### src/hw/ctc_defines.vh
`ifndef CTC_DEFINES_VH
`define CTC_DEFINES_VH

// register byte offsets on the avalon slave
`define CTC_OFS_CTRL 5'h00
`define CTC_OFS_LOW_CMP 5'h04
`define CTC_OFS_ALT_CMP 5'h08
`define CTC_OFS_HIGH_CMP 5'h0c
`define CTC_OFS_CARRIER_OUT_CTRL 5'h10
`define CTC_OFS_COUNT 5'h14

// control register fields
`define CTC_CTRL_LOW_RUN 0
`define CTC_CTRL_HIGH_RUN 1
`define CTC_CTRL_LOW_OE 2
`define CTC_CTRL_HIGH_OE 3
`define CTC_CTRL_MODE_LSB 4
`define CTC_CTRL_MODE_MSB 5
`define CTC_CTRL_LSEL_LSB 8
`define CTC_CTRL_LSEL_MSB 9
`define CTC_CTRL_HSEL 12

// carrier output control fields
`define CTC_COC_ACTIVE_GATE 0
`define CTC_COC_NEXT_GATE 1
`define CTC_COC_REMOTE_SEL 2

// operating modes
`define CTC_MODE_OFF 2'h0
`define CTC_MODE_CASCADE 2'h1
`define CTC_MODE_CARRIER 2'h2
`define CTC_MODE_PWM 2'h3

// low count clock selections
`define CTC_LSEL_FAST 2'h0
`define CTC_LSEL_SLOW 2'h1
`define CTC_LSEL_EVENT 2'h2

// internal count clock dividers
`define CTC_DIV_FAST 8
`define CTC_DIV_SLOW 128
`define CTC_DIV_W 8

// reset values and the low counter maximum
`define CTC_ZERO8 8'h00
`define CTC_ZERO32 32'h0000_0000
`define CTC_CNT_MAX 8'hff

`endif

### src/hw/ctc_prescale.v
`timescale 1ns/10ps
// free divider giving one-cycle count clock enables
module ctc_prescale #(
   parameter DIV = 8
) (
   input wire clk_i,
   input wire rst_n_i,
   input wire run_i,
   output reg tick_o
);
   `include "ctc_defines.vh"
   localparam [`CTC_DIV_W-1:0] LAST = DIV[`CTC_DIV_W-1:0] - 1'b1;
   reg [`CTC_DIV_W-1:0] cnt_r;

   // count while running, restart from zero when stopped
   always @(posedge clk_i or negedge rst_n_i) begin
      if (!rst_n_i) begin
         cnt_r <= {`CTC_DIV_W{1'b0}};
         tick_o <= 1'b0;
      end else if (!run_i) begin
         cnt_r <= {`CTC_DIV_W{1'b0}};
         tick_o <= 1'b0;
      end else begin
         tick_o <= (cnt_r == LAST);
         if (cnt_r == LAST) begin
            cnt_r <= {`CTC_DIV_W{1'b0}};
         end else begin
            cnt_r <= cnt_r + 1'b1;
         end
      end
   end
endmodule

### src/hw/ctc_top.v
`timescale 1ns/10ps
// Function
// - cascade event mode counts pair on each valid event edge, low is LSB.
// - in cascade mode only low run starts and clears the pair.
// - dual match clears both to zero, raises only low match interrupt.
// - cascade square wave toggles low output on each dual match.
// - clearing low run forces square-wave output low.
// - low output starts low when its enable is set, except carrier remote select with active gate one.
// - carrier low-compare match: low irq, toggle, switch to alternate compare.
// - alternate-compare match: low irq, toggle, switch back to low compare.
// - carrier high match raises high irq and reloads active gate.
// - carrier reaches the low output only while active gate is one.
// - carrier control holds remote select bit2, next gate bit1, gate bit0.
// - active gate writes are accepted only while low output disabled.
// - pwm: low compare sets low width, alternate sets high width, clears.
module ctc_top (
   input wire clk_i,
   input wire rst_n_i,
   input wire [4:0] avs_address_i,
   input wire avs_read_i,
   input wire avs_write_i,
   input wire [31:0] avs_writedata_i,
   input wire [3:0] avs_byteenable_i,
   output reg [31:0] avs_readdata_o,
   output reg avs_waitrequest_o,
   input wire event_input_i,
   output reg low_timer_out_o,
   output reg low_match_irq_o,
   output reg high_match_irq_o
);
   `include "ctc_defines.vh"

   // software registers
   reg low_run_r;
   reg high_run_r;
   reg low_out_enable_r;
   reg high_out_enable_r;
   reg [1:0] mode_r;
   reg [1:0] low_sel_r;
   reg high_sel_r;
   reg [7:0] low_compare_r;
   reg [7:0] alt_compare_r;
   reg [7:0] high_compare_r;
   reg remote_out_select_r;
   reg next_gate_buffer_r;
   reg active_gate_r;

   // timer state
   reg [7:0] low_counter_r;
   reg [7:0] high_counter_r;
   reg use_alt_r;
   reg wave_r;
   reg event_prev_r;
   reg low_run_prev_r;

   wire req = avs_read_i | avs_write_i;
   wire wr_take = avs_write_i & ~avs_waitrequest_o;
   wire be0 = avs_byteenable_i[0];
   wire be1 = avs_byteenable_i[1];
   wire wr_ctrl = wr_take & (avs_address_i == `CTC_OFS_CTRL);
   wire wr_coc = wr_take & be0 &
      (avs_address_i == `CTC_OFS_CARRIER_OUT_CTRL);

   wire cascade = (mode_r == `CTC_MODE_CASCADE);
   wire carrier = (mode_r == `CTC_MODE_CARRIER);
   wire pwm = (mode_r == `CTC_MODE_PWM);
   wire high_active = carrier & high_run_r & low_run_r;

   // count clock enables from the dividers and the event pin
   wire fast_tick;
   wire slow_tick;
   wire hfast_tick;
   wire hslow_tick;
   wire event_edge = event_input_i & ~event_prev_r & low_run_r;
   reg low_tick;
   wire high_tick = high_sel_r ? hslow_tick : hfast_tick;

   ctc_prescale #(
      .DIV(`CTC_DIV_FAST)
   ) u_low_fast (
      .clk_i(clk_i),
      .rst_n_i(rst_n_i),
      .run_i(low_run_r),
      .tick_o(fast_tick)
   );

   ctc_prescale #(
      .DIV(`CTC_DIV_SLOW)
   ) u_low_slow (
      .clk_i(clk_i),
      .rst_n_i(rst_n_i),
      .run_i(low_run_r),
      .tick_o(slow_tick)
   );

   ctc_prescale #(
      .DIV(`CTC_DIV_FAST)
   ) u_high_fast (
      .clk_i(clk_i),
      .rst_n_i(rst_n_i),
      .run_i(high_active),
      .tick_o(hfast_tick)
   );

   ctc_prescale #(
      .DIV(`CTC_DIV_SLOW)
   ) u_high_slow (
      .clk_i(clk_i),
      .rst_n_i(rst_n_i),
      .run_i(high_active),
      .tick_o(hslow_tick)
   );

   // low count clock selection
   always @* begin
      case (low_sel_r)
         `CTC_LSEL_FAST: low_tick = fast_tick;
         `CTC_LSEL_SLOW: low_tick = slow_tick;
         `CTC_LSEL_EVENT: low_tick = event_edge;
         default: low_tick = 1'b0;
      endcase
   end

   // match detection
   wire [7:0] act_cmp = use_alt_r ? alt_compare_r : low_compare_r;
   wire dual_match = (low_counter_r == low_compare_r) &
      (high_counter_r == high_compare_r);
   wire cas_hit = cascade & low_run_r & low_tick & dual_match;
   wire lo_hit = (carrier | pwm) & low_run_r & low_tick &
      (low_counter_r == act_cmp);
   wire hi_hit = high_active & high_tick &
      (high_counter_r == high_compare_r);

   // counter pair
   always @(posedge clk_i or negedge rst_n_i) begin
      if (!rst_n_i) begin
         low_counter_r <= `CTC_ZERO8;
         high_counter_r <= `CTC_ZERO8;
         use_alt_r <= 1'b0;
      end else if (cascade) begin
         // high run is ignored here
         if (!low_run_r) begin
            low_counter_r <= `CTC_ZERO8;
            high_counter_r <= `CTC_ZERO8;
         end else if (cas_hit) begin
            low_counter_r <= `CTC_ZERO8;
            high_counter_r <= `CTC_ZERO8;
         end else if (low_tick) begin
            low_counter_r <= low_counter_r + 1'b1;
            if (low_counter_r == `CTC_CNT_MAX) begin
               high_counter_r <= high_counter_r + 1'b1;
            end
         end
         use_alt_r <= 1'b0;
      end else begin
         // low timer: alternating compare, clear on each match
         if (!low_run_r) begin
            low_counter_r <= `CTC_ZERO8;
            use_alt_r <= 1'b0;
         end else if (lo_hit) begin
            low_counter_r <= `CTC_ZERO8;
            use_alt_r <= ~use_alt_r;
         end else if (low_tick) begin
            low_counter_r <= low_counter_r + 1'b1;
         end
         // high timer sets the gating period in carrier mode
         if (!high_active) begin
            high_counter_r <= `CTC_ZERO8;
         end else if (hi_hit) begin
            high_counter_r <= `CTC_ZERO8;
         end else if (high_tick) begin
            high_counter_r <= high_counter_r + 1'b1;
         end
      end
   end

   // raw wave: toggles on matches, low when stopped or disabled
   always @(posedge clk_i or negedge rst_n_i) begin
      if (!rst_n_i) begin
         wave_r <= 1'b0;
      end else if (!low_run_r || !low_out_enable_r) begin
         wave_r <= 1'b0;
      end else if (cas_hit) begin
         wave_r <= ~wave_r;
      end else if (lo_hit) begin
         wave_r <= ~wave_r;
      end
   end

   // pin output, gated by the active gate in carrier mode
   always @(posedge clk_i or negedge rst_n_i) begin
      if (!rst_n_i) begin
         low_timer_out_o <= 1'b0;
      end else if (!low_out_enable_r || !low_run_r) begin
         low_timer_out_o <= 1'b0;
      end else if (carrier) begin
         if (remote_out_select_r) begin
            low_timer_out_o <= active_gate_r;
         end else begin
            low_timer_out_o <= wave_r & active_gate_r;
         end
      end else begin
         low_timer_out_o <= wave_r;
      end
   end

   // match pulses, only the low one in cascade mode
   always @(posedge clk_i or negedge rst_n_i) begin
      if (!rst_n_i) begin
         low_match_irq_o <= 1'b0;
         high_match_irq_o <= 1'b0;
      end else begin
         low_match_irq_o <= cas_hit | lo_hit;
         high_match_irq_o <= hi_hit;
      end
   end

   // carrier output control bits
   always @(posedge clk_i or negedge rst_n_i) begin
      if (!rst_n_i) begin
         remote_out_select_r <= 1'b0;
         next_gate_buffer_r <= 1'b0;
         active_gate_r <= 1'b0;
      end else begin
         if (wr_coc) begin
            remote_out_select_r <=
               avs_writedata_i[`CTC_COC_REMOTE_SEL];
            next_gate_buffer_r <= avs_writedata_i[`CTC_COC_NEXT_GATE];
         end else if (carrier && low_run_prev_r && !low_run_r) begin
            next_gate_buffer_r <= 1'b0; // not kept across a stop
         end
         // reload at high match wins over a software write
         if (hi_hit) begin
            active_gate_r <= next_gate_buffer_r;
         end else if (wr_coc && !low_out_enable_r) begin
            active_gate_r <=
               avs_writedata_i[`CTC_COC_ACTIVE_GATE];
         end
      end
   end

   // control and compare registers
   always @(posedge clk_i or negedge rst_n_i) begin
      if (!rst_n_i) begin
         low_run_r <= 1'b0;
         high_run_r <= 1'b0;
         low_out_enable_r <= 1'b0;
         high_out_enable_r <= 1'b0;
         mode_r <= `CTC_MODE_OFF;
         low_sel_r <= `CTC_LSEL_FAST;
         high_sel_r <= 1'b0;
         low_compare_r <= `CTC_ZERO8;
         alt_compare_r <= `CTC_ZERO8;
         high_compare_r <= `CTC_ZERO8;
      end else begin
         if (wr_ctrl && be0) begin
            low_run_r <= avs_writedata_i[`CTC_CTRL_LOW_RUN];
            high_run_r <= avs_writedata_i[`CTC_CTRL_HIGH_RUN];
            low_out_enable_r <= avs_writedata_i[`CTC_CTRL_LOW_OE];
            high_out_enable_r <= avs_writedata_i[`CTC_CTRL_HIGH_OE];
            mode_r <=
               avs_writedata_i[`CTC_CTRL_MODE_MSB:`CTC_CTRL_MODE_LSB];
         end
         if (wr_ctrl && be1) begin
            low_sel_r <=
               avs_writedata_i[`CTC_CTRL_LSEL_MSB:`CTC_CTRL_LSEL_LSB];
            high_sel_r <= avs_writedata_i[`CTC_CTRL_HSEL];
         end
         if (wr_take && be0) begin
            case (avs_address_i)
               `CTC_OFS_LOW_CMP: low_compare_r <= avs_writedata_i[7:0];
               `CTC_OFS_ALT_CMP: alt_compare_r <= avs_writedata_i[7:0];
               `CTC_OFS_HIGH_CMP: high_compare_r <= avs_writedata_i[7:0];
               default: ;
            endcase
         end
      end
   end

   // run edge history for the stop detect and the event edge
   always @(posedge clk_i or negedge rst_n_i) begin
      if (!rst_n_i) begin
         low_run_prev_r <= 1'b0;
         event_prev_r <= 1'b0;
      end else begin
         low_run_prev_r <= low_run_r;
         event_prev_r <= event_input_i;
      end
   end

   // read mux
   reg [31:0] rd_nxt;
   always @* begin
      rd_nxt = `CTC_ZERO32;
      case (avs_address_i)
         `CTC_OFS_CTRL: begin
            rd_nxt[`CTC_CTRL_LOW_RUN] = low_run_r;
            rd_nxt[`CTC_CTRL_HIGH_RUN] = high_run_r;
            rd_nxt[`CTC_CTRL_LOW_OE] = low_out_enable_r;
            rd_nxt[`CTC_CTRL_HIGH_OE] = high_out_enable_r;
            rd_nxt[`CTC_CTRL_MODE_MSB:`CTC_CTRL_MODE_LSB] = mode_r;
            rd_nxt[`CTC_CTRL_LSEL_MSB:`CTC_CTRL_LSEL_LSB] = low_sel_r;
            rd_nxt[`CTC_CTRL_HSEL] = high_sel_r;
         end
         `CTC_OFS_LOW_CMP: rd_nxt[7:0] = low_compare_r;
         `CTC_OFS_ALT_CMP: rd_nxt[7:0] = alt_compare_r;
         `CTC_OFS_HIGH_CMP: rd_nxt[7:0] = high_compare_r;
         `CTC_OFS_CARRIER_OUT_CTRL: begin
            rd_nxt[`CTC_COC_REMOTE_SEL] = remote_out_select_r;
            rd_nxt[`CTC_COC_NEXT_GATE] = next_gate_buffer_r;
            rd_nxt[`CTC_COC_ACTIVE_GATE] = active_gate_r;
         end
         `CTC_OFS_COUNT: rd_nxt[15:0] = {high_counter_r, low_counter_r};
         default: rd_nxt = `CTC_ZERO32;
      endcase
   end

   // one wait state per access, data captured with it
   always @(posedge clk_i or negedge rst_n_i) begin
      if (!rst_n_i) begin
         avs_waitrequest_o <= 1'b1;
         avs_readdata_o <= `CTC_ZERO32;
      end else begin
         avs_waitrequest_o <= ~(req & avs_waitrequest_o);
         if (avs_read_i && avs_waitrequest_o) begin
            avs_readdata_o <= rd_nxt;
         end
      end
   end
endmodule

### config.mk
export PLATFORM = sky130hd
export DESIGN_NAME = ctc_top
export DESIGN_NICKNAME = d
export VERILOG_FILES = /design/src/hw/ctc_prescale.v /design/src/hw/ctc_top.v
export VERILOG_INCLUDE_DIRS = /design/src /design/src/hw
export SDC_FILE = /design/constraint.sdc
export NUM_CORES = 1
export LEC_CHECK = 0
export BUFFER_PORTS_ARGS = -buffer_cell sky130_fd_sc_hd__buf_4
export CAP_MARGIN = 10
export CORE_MARGIN = 1.5
export CORE_UTILIZATION = 40
export CTS_CLUSTER_DIAMETER = 30
export DETAILED_ROUTE_END_ITERATION = 16
export PLACE_DENSITY_LB_ADDON = 0.08
export SETUP_SLACK_MARGIN = 0.05
export SYNTH_ARGS = -nofsm -noshare
export SYNTH_HDL_FRONTEND = slang
export SYNTH_HIERARCHICAL = 1
export SYNTH_SLANG_ARGS = --single-unit
### constraint.sdc
create_clock -name clk_i -period 2.54 [get_ports clk_i]
set_input_delay 0.127 -clock clk_i [delete_from_list [all_inputs] [get_ports clk_i]]
set_output_delay 0.127 -clock clk_i [all_outputs]
set_load 0.05 [all_outputs]
# == Yosys cells after proc, flatten, opt, wreduce, memory -nomap -nowiden ==
# Index checks and enable logic that the tools add are counted.
# word_totals
reg_bits,112
input_bits,46
output_inout_bits,36
# op_classes
add_sub_neg,6
n_eq_ne,22
n_mux,49
bitwise,27
reduce_logical,19
# ops
operator,count
$mux 8,23
$add 8x1->8 const B,6
$eq 8x8->1,3
$and 1x1->1,19
$mux 1,18
$pmux 3 s6,1
$eq 8x3->1 const B,2
$eq 8x7->1 const B,2
$pmux 3 s5,1
$ne 4x2->1 const B,3
$eq 5x4->1 const B,2
$eq 5x5->1 const B,2
$eq 8x8->1 const B,1
$pmux 2 s4,1
$logic_and 1x1->1,7
$eq 2x2->1 const B,3
$reduce_and 2->1,3
$eq 5x3->1 const B,1
$logic_not 5->1,1
$not 1->1,5
$eq 2x1->1 const B,2
$pmux 2 s2,1
$reduce_bool 2->1,2
$mux 3,1
other kinds (10),13

# == Logic depth before layout (Yosys ltp) ==
# depth
depth_word,9
depth_mapped,7
ltp_nobuf,6

# == Modules after synthesis ==
# The synthesis kept the hierarchy.
# modules_own_cells
mod,n_inst,cells_each,area_each_um2,seq_area_each_um2
ctc_top,1,382,4042.6,1903.1
ctc_prescale (u_high_fast ...),2,40,411.6,225.2
ctc_prescale (u_high_slow ...),2,39,410.4,225.2

# == Worst setup path before layout ==
# Ideal clock, no wire load.
# synth_path
path_type,register to register
start,reg high_counter_r[3]
end,reg high_counter_r[6]
setup_time_ps,95
t_arrival_ps,1782
t_required_ps,2445
path_slack_ps,663
stages_incl_launch_ff,8
path_buffers,1
period_less_slack_ps,1877
path_cell_list,dfrtp_1 -> buf_2 -> xor2_1 -> nor4_1 -> and2_0 -> a31oi_2 -> o21bai_4 -> o31ai_1
# synth_via
elab_chain_cells,6
# synth_rtl
item,line,text
start: declaration,ctc_top.v:50,reg [7:0] high_counter_r;
start signal: assignment,ctc_top.v:138,high_counter_r <= `CTC_ZERO8;
start signal: assignment,ctc_top.v:144,high_counter_r <= `CTC_ZERO8;
start signal: assignment,ctc_top.v:147,high_counter_r <= `CTC_ZERO8;
$add 8x1->8 or $eq 8x8->1 (tied branches),-,
$mux 8 or $and 1x1->1 (tied branches),"ctc_top.v:150, ctc_top.v:126",
$mux 8 or $and 1x1->1 (tied branches),"ctc_top.v:148, ctc_top.v:128",
$mux 8,ctc_top.v:145,end else if (cas_hit) begin
$mux 8,ctc_top.v:142,if (!low_run_r) begin
$mux 8,ctc_top.v:140,end else if (cascade) begin
# Parallel ways exist; a longest one is shown, timed or not. The select of a mux whose other input is x is not followed.
# A chain may end at the register's enable or synchronous reset.

# == Final worst setup path ==
# layout_path
start,reg low_sel_r[0]
end,reg high_counter_r[6]
# layout_via
elab_chain_cells,7
# layout_rtl
item,line,text
start: declaration,ctc_top.v:39,reg [1:0] low_sel_r;
start signal: assignment,ctc_top.v:250,low_sel_r <= `CTC_LSEL_FAST;
start signal: assignment,ctc_top.v:265,low_sel_r <=
$eq 2x2->1 (tied with other cells),ctc_top.v:116,case (low_sel_r)
$pmux 1 s3 *,ctc_top.v:116,
$and 1x1->1 (2 in series),ctc_top.v:128,wire cas_hit = cascade & low_run_r & low_tick & dual_match;
$mux 8,ctc_top.v:145,
$mux 8,ctc_top.v:142,
$mux 8,ctc_top.v:140,
# Mark *: on every way between the ends. The rest lies on a longest branch, timed or not.

==> run_results.csv <==
group,metric,value,unit
route,routed_wl,13500,um
sta,tns,0,ps
pwr,p_leak,2.97,nW
outcome,status,"finished, final reports clean",
critical_path,cp.required,2800,ps
pwr,vdd_drop_max,0.387,mV
placement,numPortBuffers,42,
final_layout,regArea,2800,um2
final_layout,drive_gt1_share,19.4,%
final_layout,area_growth,16.1,%
critical_path,critPathMaxFanout,6,
clock_tree,tritoncts,"yes",
clock_tree,cts-root-buf,"clkbuf_16",
global_routing,grt_pass1_wl,21500,um
sta,skew,11.8,ps
global_routing,antenna_found_initial,0,
yosys,synth_top_cell_area_share,48.8,%
sta,setup-violations-final,0,
floorplanning,dieArea,14900,um2
sta,maxSlewHeadroom,52.0,%
final_layout,layout.nets,648,
floorplanning,core_area,13900,um2
critical_path,r2r-start,"low_sel_r[0]",
clock_tree,clock_latency,360,ps
critical_path,crit_chain,"mux2i_1, a2bb2oi_2, nor4_4, a21oi_1, o21bai_4, o31ai_1",
sta,max_freq,438,MHz
final_layout,n_antenna_cell,0,
route,drc_errors,0,
floorplanning,ioPinCount,82,
yosys,synth_seq_cells,112,
sta,rsz0062_at_grt,"no",
sta,hold_violations,0,
sta,worst_pin_slew,719,ps
global_routing,grt_overflow,0,
placement,placed_cells,755,
yosys,syn_area_per_cell,10.5,um2
yosys,synth_area_leaders,"dfrtp_1 49%, mux2_2 6.9%, xnor2_1 4.0%, nand2_1 3.9%, xor2_1 2.8%",
clock_tree,clock-sinks,112,
critical_path,endpoint_kind,"flop",
clock_tree,cts_max_level,3,
critical_path,start_kind,"flop",
placement,place_ws,245,ps
critical_path,timing.rr.end,"high_counter_r[6]",
route,drt_iter0_markers,286,
yosys,synth_area,5690,um2
yosys,synth_top_area_cell,"dfrtp_1",
yosys,synthArstFlopShare,100,%
worst_hold_path,hold_depth,2,
run,cap_violations,0,
floorplanning,start_util,41.0,%
route,drt_pass1_iterations,5,
critical_path,reg2reg_slack,260,ps
sta,worst_slack,259,ps
route,vias,4255,
route,wl_per_cell,17.3,um
global_routing,grt_pass1_vias,4108,
final_layout,nFillCells,1315,
yosys,yosys_warnings,6,
worst_hold_path,hp-start,"avs_writedata_i[7]",
worst_hold_path,hold_path.class,"input pin to flop",
floorplanning,die_h,122,um
final_layout,multi_input_area,2680,um2
floorplanning,fp.dieW,122,um
critical_path,max_stage_delay,510,ps
sta,whs,17.8,ps
critical_path,slowest_stage,"a21oi_1",
yosys,synth_edf_count,0,
clock_tree,numCtsBuffers,9,
final_layout,final_cells,779,
yosys,synth_flop_cell,"dfrtp_1",
yosys,syn_inst,540,
yosys,ys_seq_area_share,49.3,%
global_routing,grt_usage,19.0,%
sta,fin_crit_sh,89.8,%
floorplanning,placementRows,43,
sta,post-route-min-period,2280,ps
clock_tree,clk_pin_slew,70,ps
clock_tree,cts_buffer_depth,2,
route,final_antenna_net_count,0,
yosys,ys_types,54,
pwr,power_density,592,nW/um2
route,avgViaCountPerCell,5.46,
critical_path,arrival,2540,ps
sta,slew_violations,0,
critical_path,ff2ff_path_depth,6,
critical_path,worst-setup-path-type,"flop to flop",
placement,gp_congestion,0.824,
placement,dp_hpwl,9850,um
worst_hold_path,whs_endpoint,"low_compare_r[7]",
global_routing,grt_max_degree,54,
## synth_stat cells (2+ instances only)
master	instances
nand4b_1	2
nand4bb_1	3
and3b_1	3
and4_1	2
o311ai_0	3
and4_4	2
and3_1	11
nor4_1	6
ha_1	8
nand3_2	2
and4b_1	2
or4_1	2
or3_1	10
and2_1	4
a31oi_1	9
clkbuf_1	9
mux2_2	35
a221oi_1	5
a22o_1	2
a22oi_1	6
o21ai_0	27
dfrtp_1	111
nor2_1	35
xor2_1	18
inv_1	16
nand3_1	17
o31ai_1	5
nand4_1	8
a21o_1	4
buf_2	9
mux2i_1	10
o21ai_2	2
nand2_1	59
buf_4	16
a21oi_1	19
nor3_1	5
xnor2_1	26
o211a_1	2
o221ai_1	3
a222oi_1	8
## stage by stage
stage	area, um2	utilization, %	power, mW
4_1_cts	6600	47.5	3.97
6_report	6610	47.6	3.91
3_3_place_gp	6190	44.6	2.34
2_1_floorplan	5740	-	2.20
5_1_grt	6610	47.6	4.09
3_5_place_dp	6190	44.6	2.35
## layout make-up
| class | count | area share (%) |
|---|---|---|
| multi-input cells | 393 | 40.6 |
| repair buffers | 62 | 7.54 |
| clock buffers | 11 | 3.83 |
| flip-flops and latches | 112 | 42.5 |
| inverters | 16 | 0.909 |
| clock inverters | 5 | 1.29 |
| well taps | 180 | 3.41 |
## layer usage
metal | track usage, % | vias up | wire [um]
li1 | - | 2031 | -
met1 | 25.4 | 2101 | 6090
met2 | 30.8 | 107 | 6580
met3 | 4.65 | 16 | 611
met4 | 5.38 | 0 | 222
met5 | 0 | - | 0
## power breakdown
part           internal (mW)  leakage [nW]  switching [mW]
Clock                  0.926         0.163           0.665
Sequential              1.85          1.54          0.0731
Combinational          0.146          1.27           0.256
## worst max-delay path, delay by kind of cell (launching register included)
| family | cells | cell delay [ps] |
|---|---|---|
| and+or+nand+nor | 1 | 120 |
| AOI/OAI and AO/OA | 4 | 1260 |
| muxes | 1 | 350 |
| DFF | 1 | 450 |
## cells in the final DEF, fill, tap and decap left out, drive strengths merged, types with 6 or more instances in the layout
| cell type | instances |
|---|---|
| nor4 | 7 |
| conb | 16 |
| clkbuf | 11 |
| xnor2 | 26 |
| ha | 8 |
| a31oi | 10 |
| nand4 | 8 |
| buf | 54 |
| mux2i | 10 |
| mux2 | 35 |
| nor2 | 35 |
| a22oi | 6 |
| nand3 | 19 |
| a21oi | 19 |
| a222oi | 8 |
| and3 | 11 |
| dfrtp | 111 |
| dlygate4sd3 | 8 |
| or3 | 10 |
| xor2 | 18 |
| nand2 | 59 |
| o21ai | 29 |
| inv | 18 |
## worst max path at each step
stage / slack, ps / startpoint / cells past startpoint / to
final: 260 / low_sel_r[0] / 6 / high_counter_r[6]
after global placement: 270 / high_counter_r[4] / 6 / high_counter_r[2]
after CTS: 230 / low_sel_r[0] / 6 / high_counter_r[6]
after detailed placement: 240 / low_sel_r[0] / 6 / high_counter_r[6]
after floorplan: 660 / high_counter_r[3] / 7 / high_counter_r[6]
after global routing: 70 / low_sel_r[0] / 6 / high_counter_r[6]
## flip-flops by register name, indices dropped and copies added (netlist names), 2 cells and up
register,flops
alt_compare_r,8
u_high_slow/cnt_r,8
high_counter_r,8
u_low_fast/cnt_r,8
u_high_fast/cnt_r,8
u_low_slow/cnt_r,8
low_compare_r,8
mode_r,2
low_sel_r,2
high_compare_r,8
low_counter_r,8
avs_readdata_o,16
## timing repair
| action | CTS | global route |
|---|---|---|
| hold buffers | 7 | 1 |
| gates resized for setup | 0 | 0 |
| hold endpoints to repair | 34 | 2 |
| setup buffers | 0 | 0 |
## kinds of logic after synthesis
| group | count (synthesis) | share of synthesized area [%] |
|---|---|---|
| AO/OA/AOI/OAI | 102 | 12.4 |
| XOR/XNOR | 44 | 6.78 |
| adder cells (fa/ha/maj) | 8 | 1.76 |
| buffers and inverters | 50 | 4.55 |
| flip-flops | 112 | 49.3 |
| multiplexers | 45 | 8.69 |
| other | 1 | 0.0659 |
| AND/OR/NAND/NOR | 178 | 16.4 |
Power figures use the tool's default switching activity.
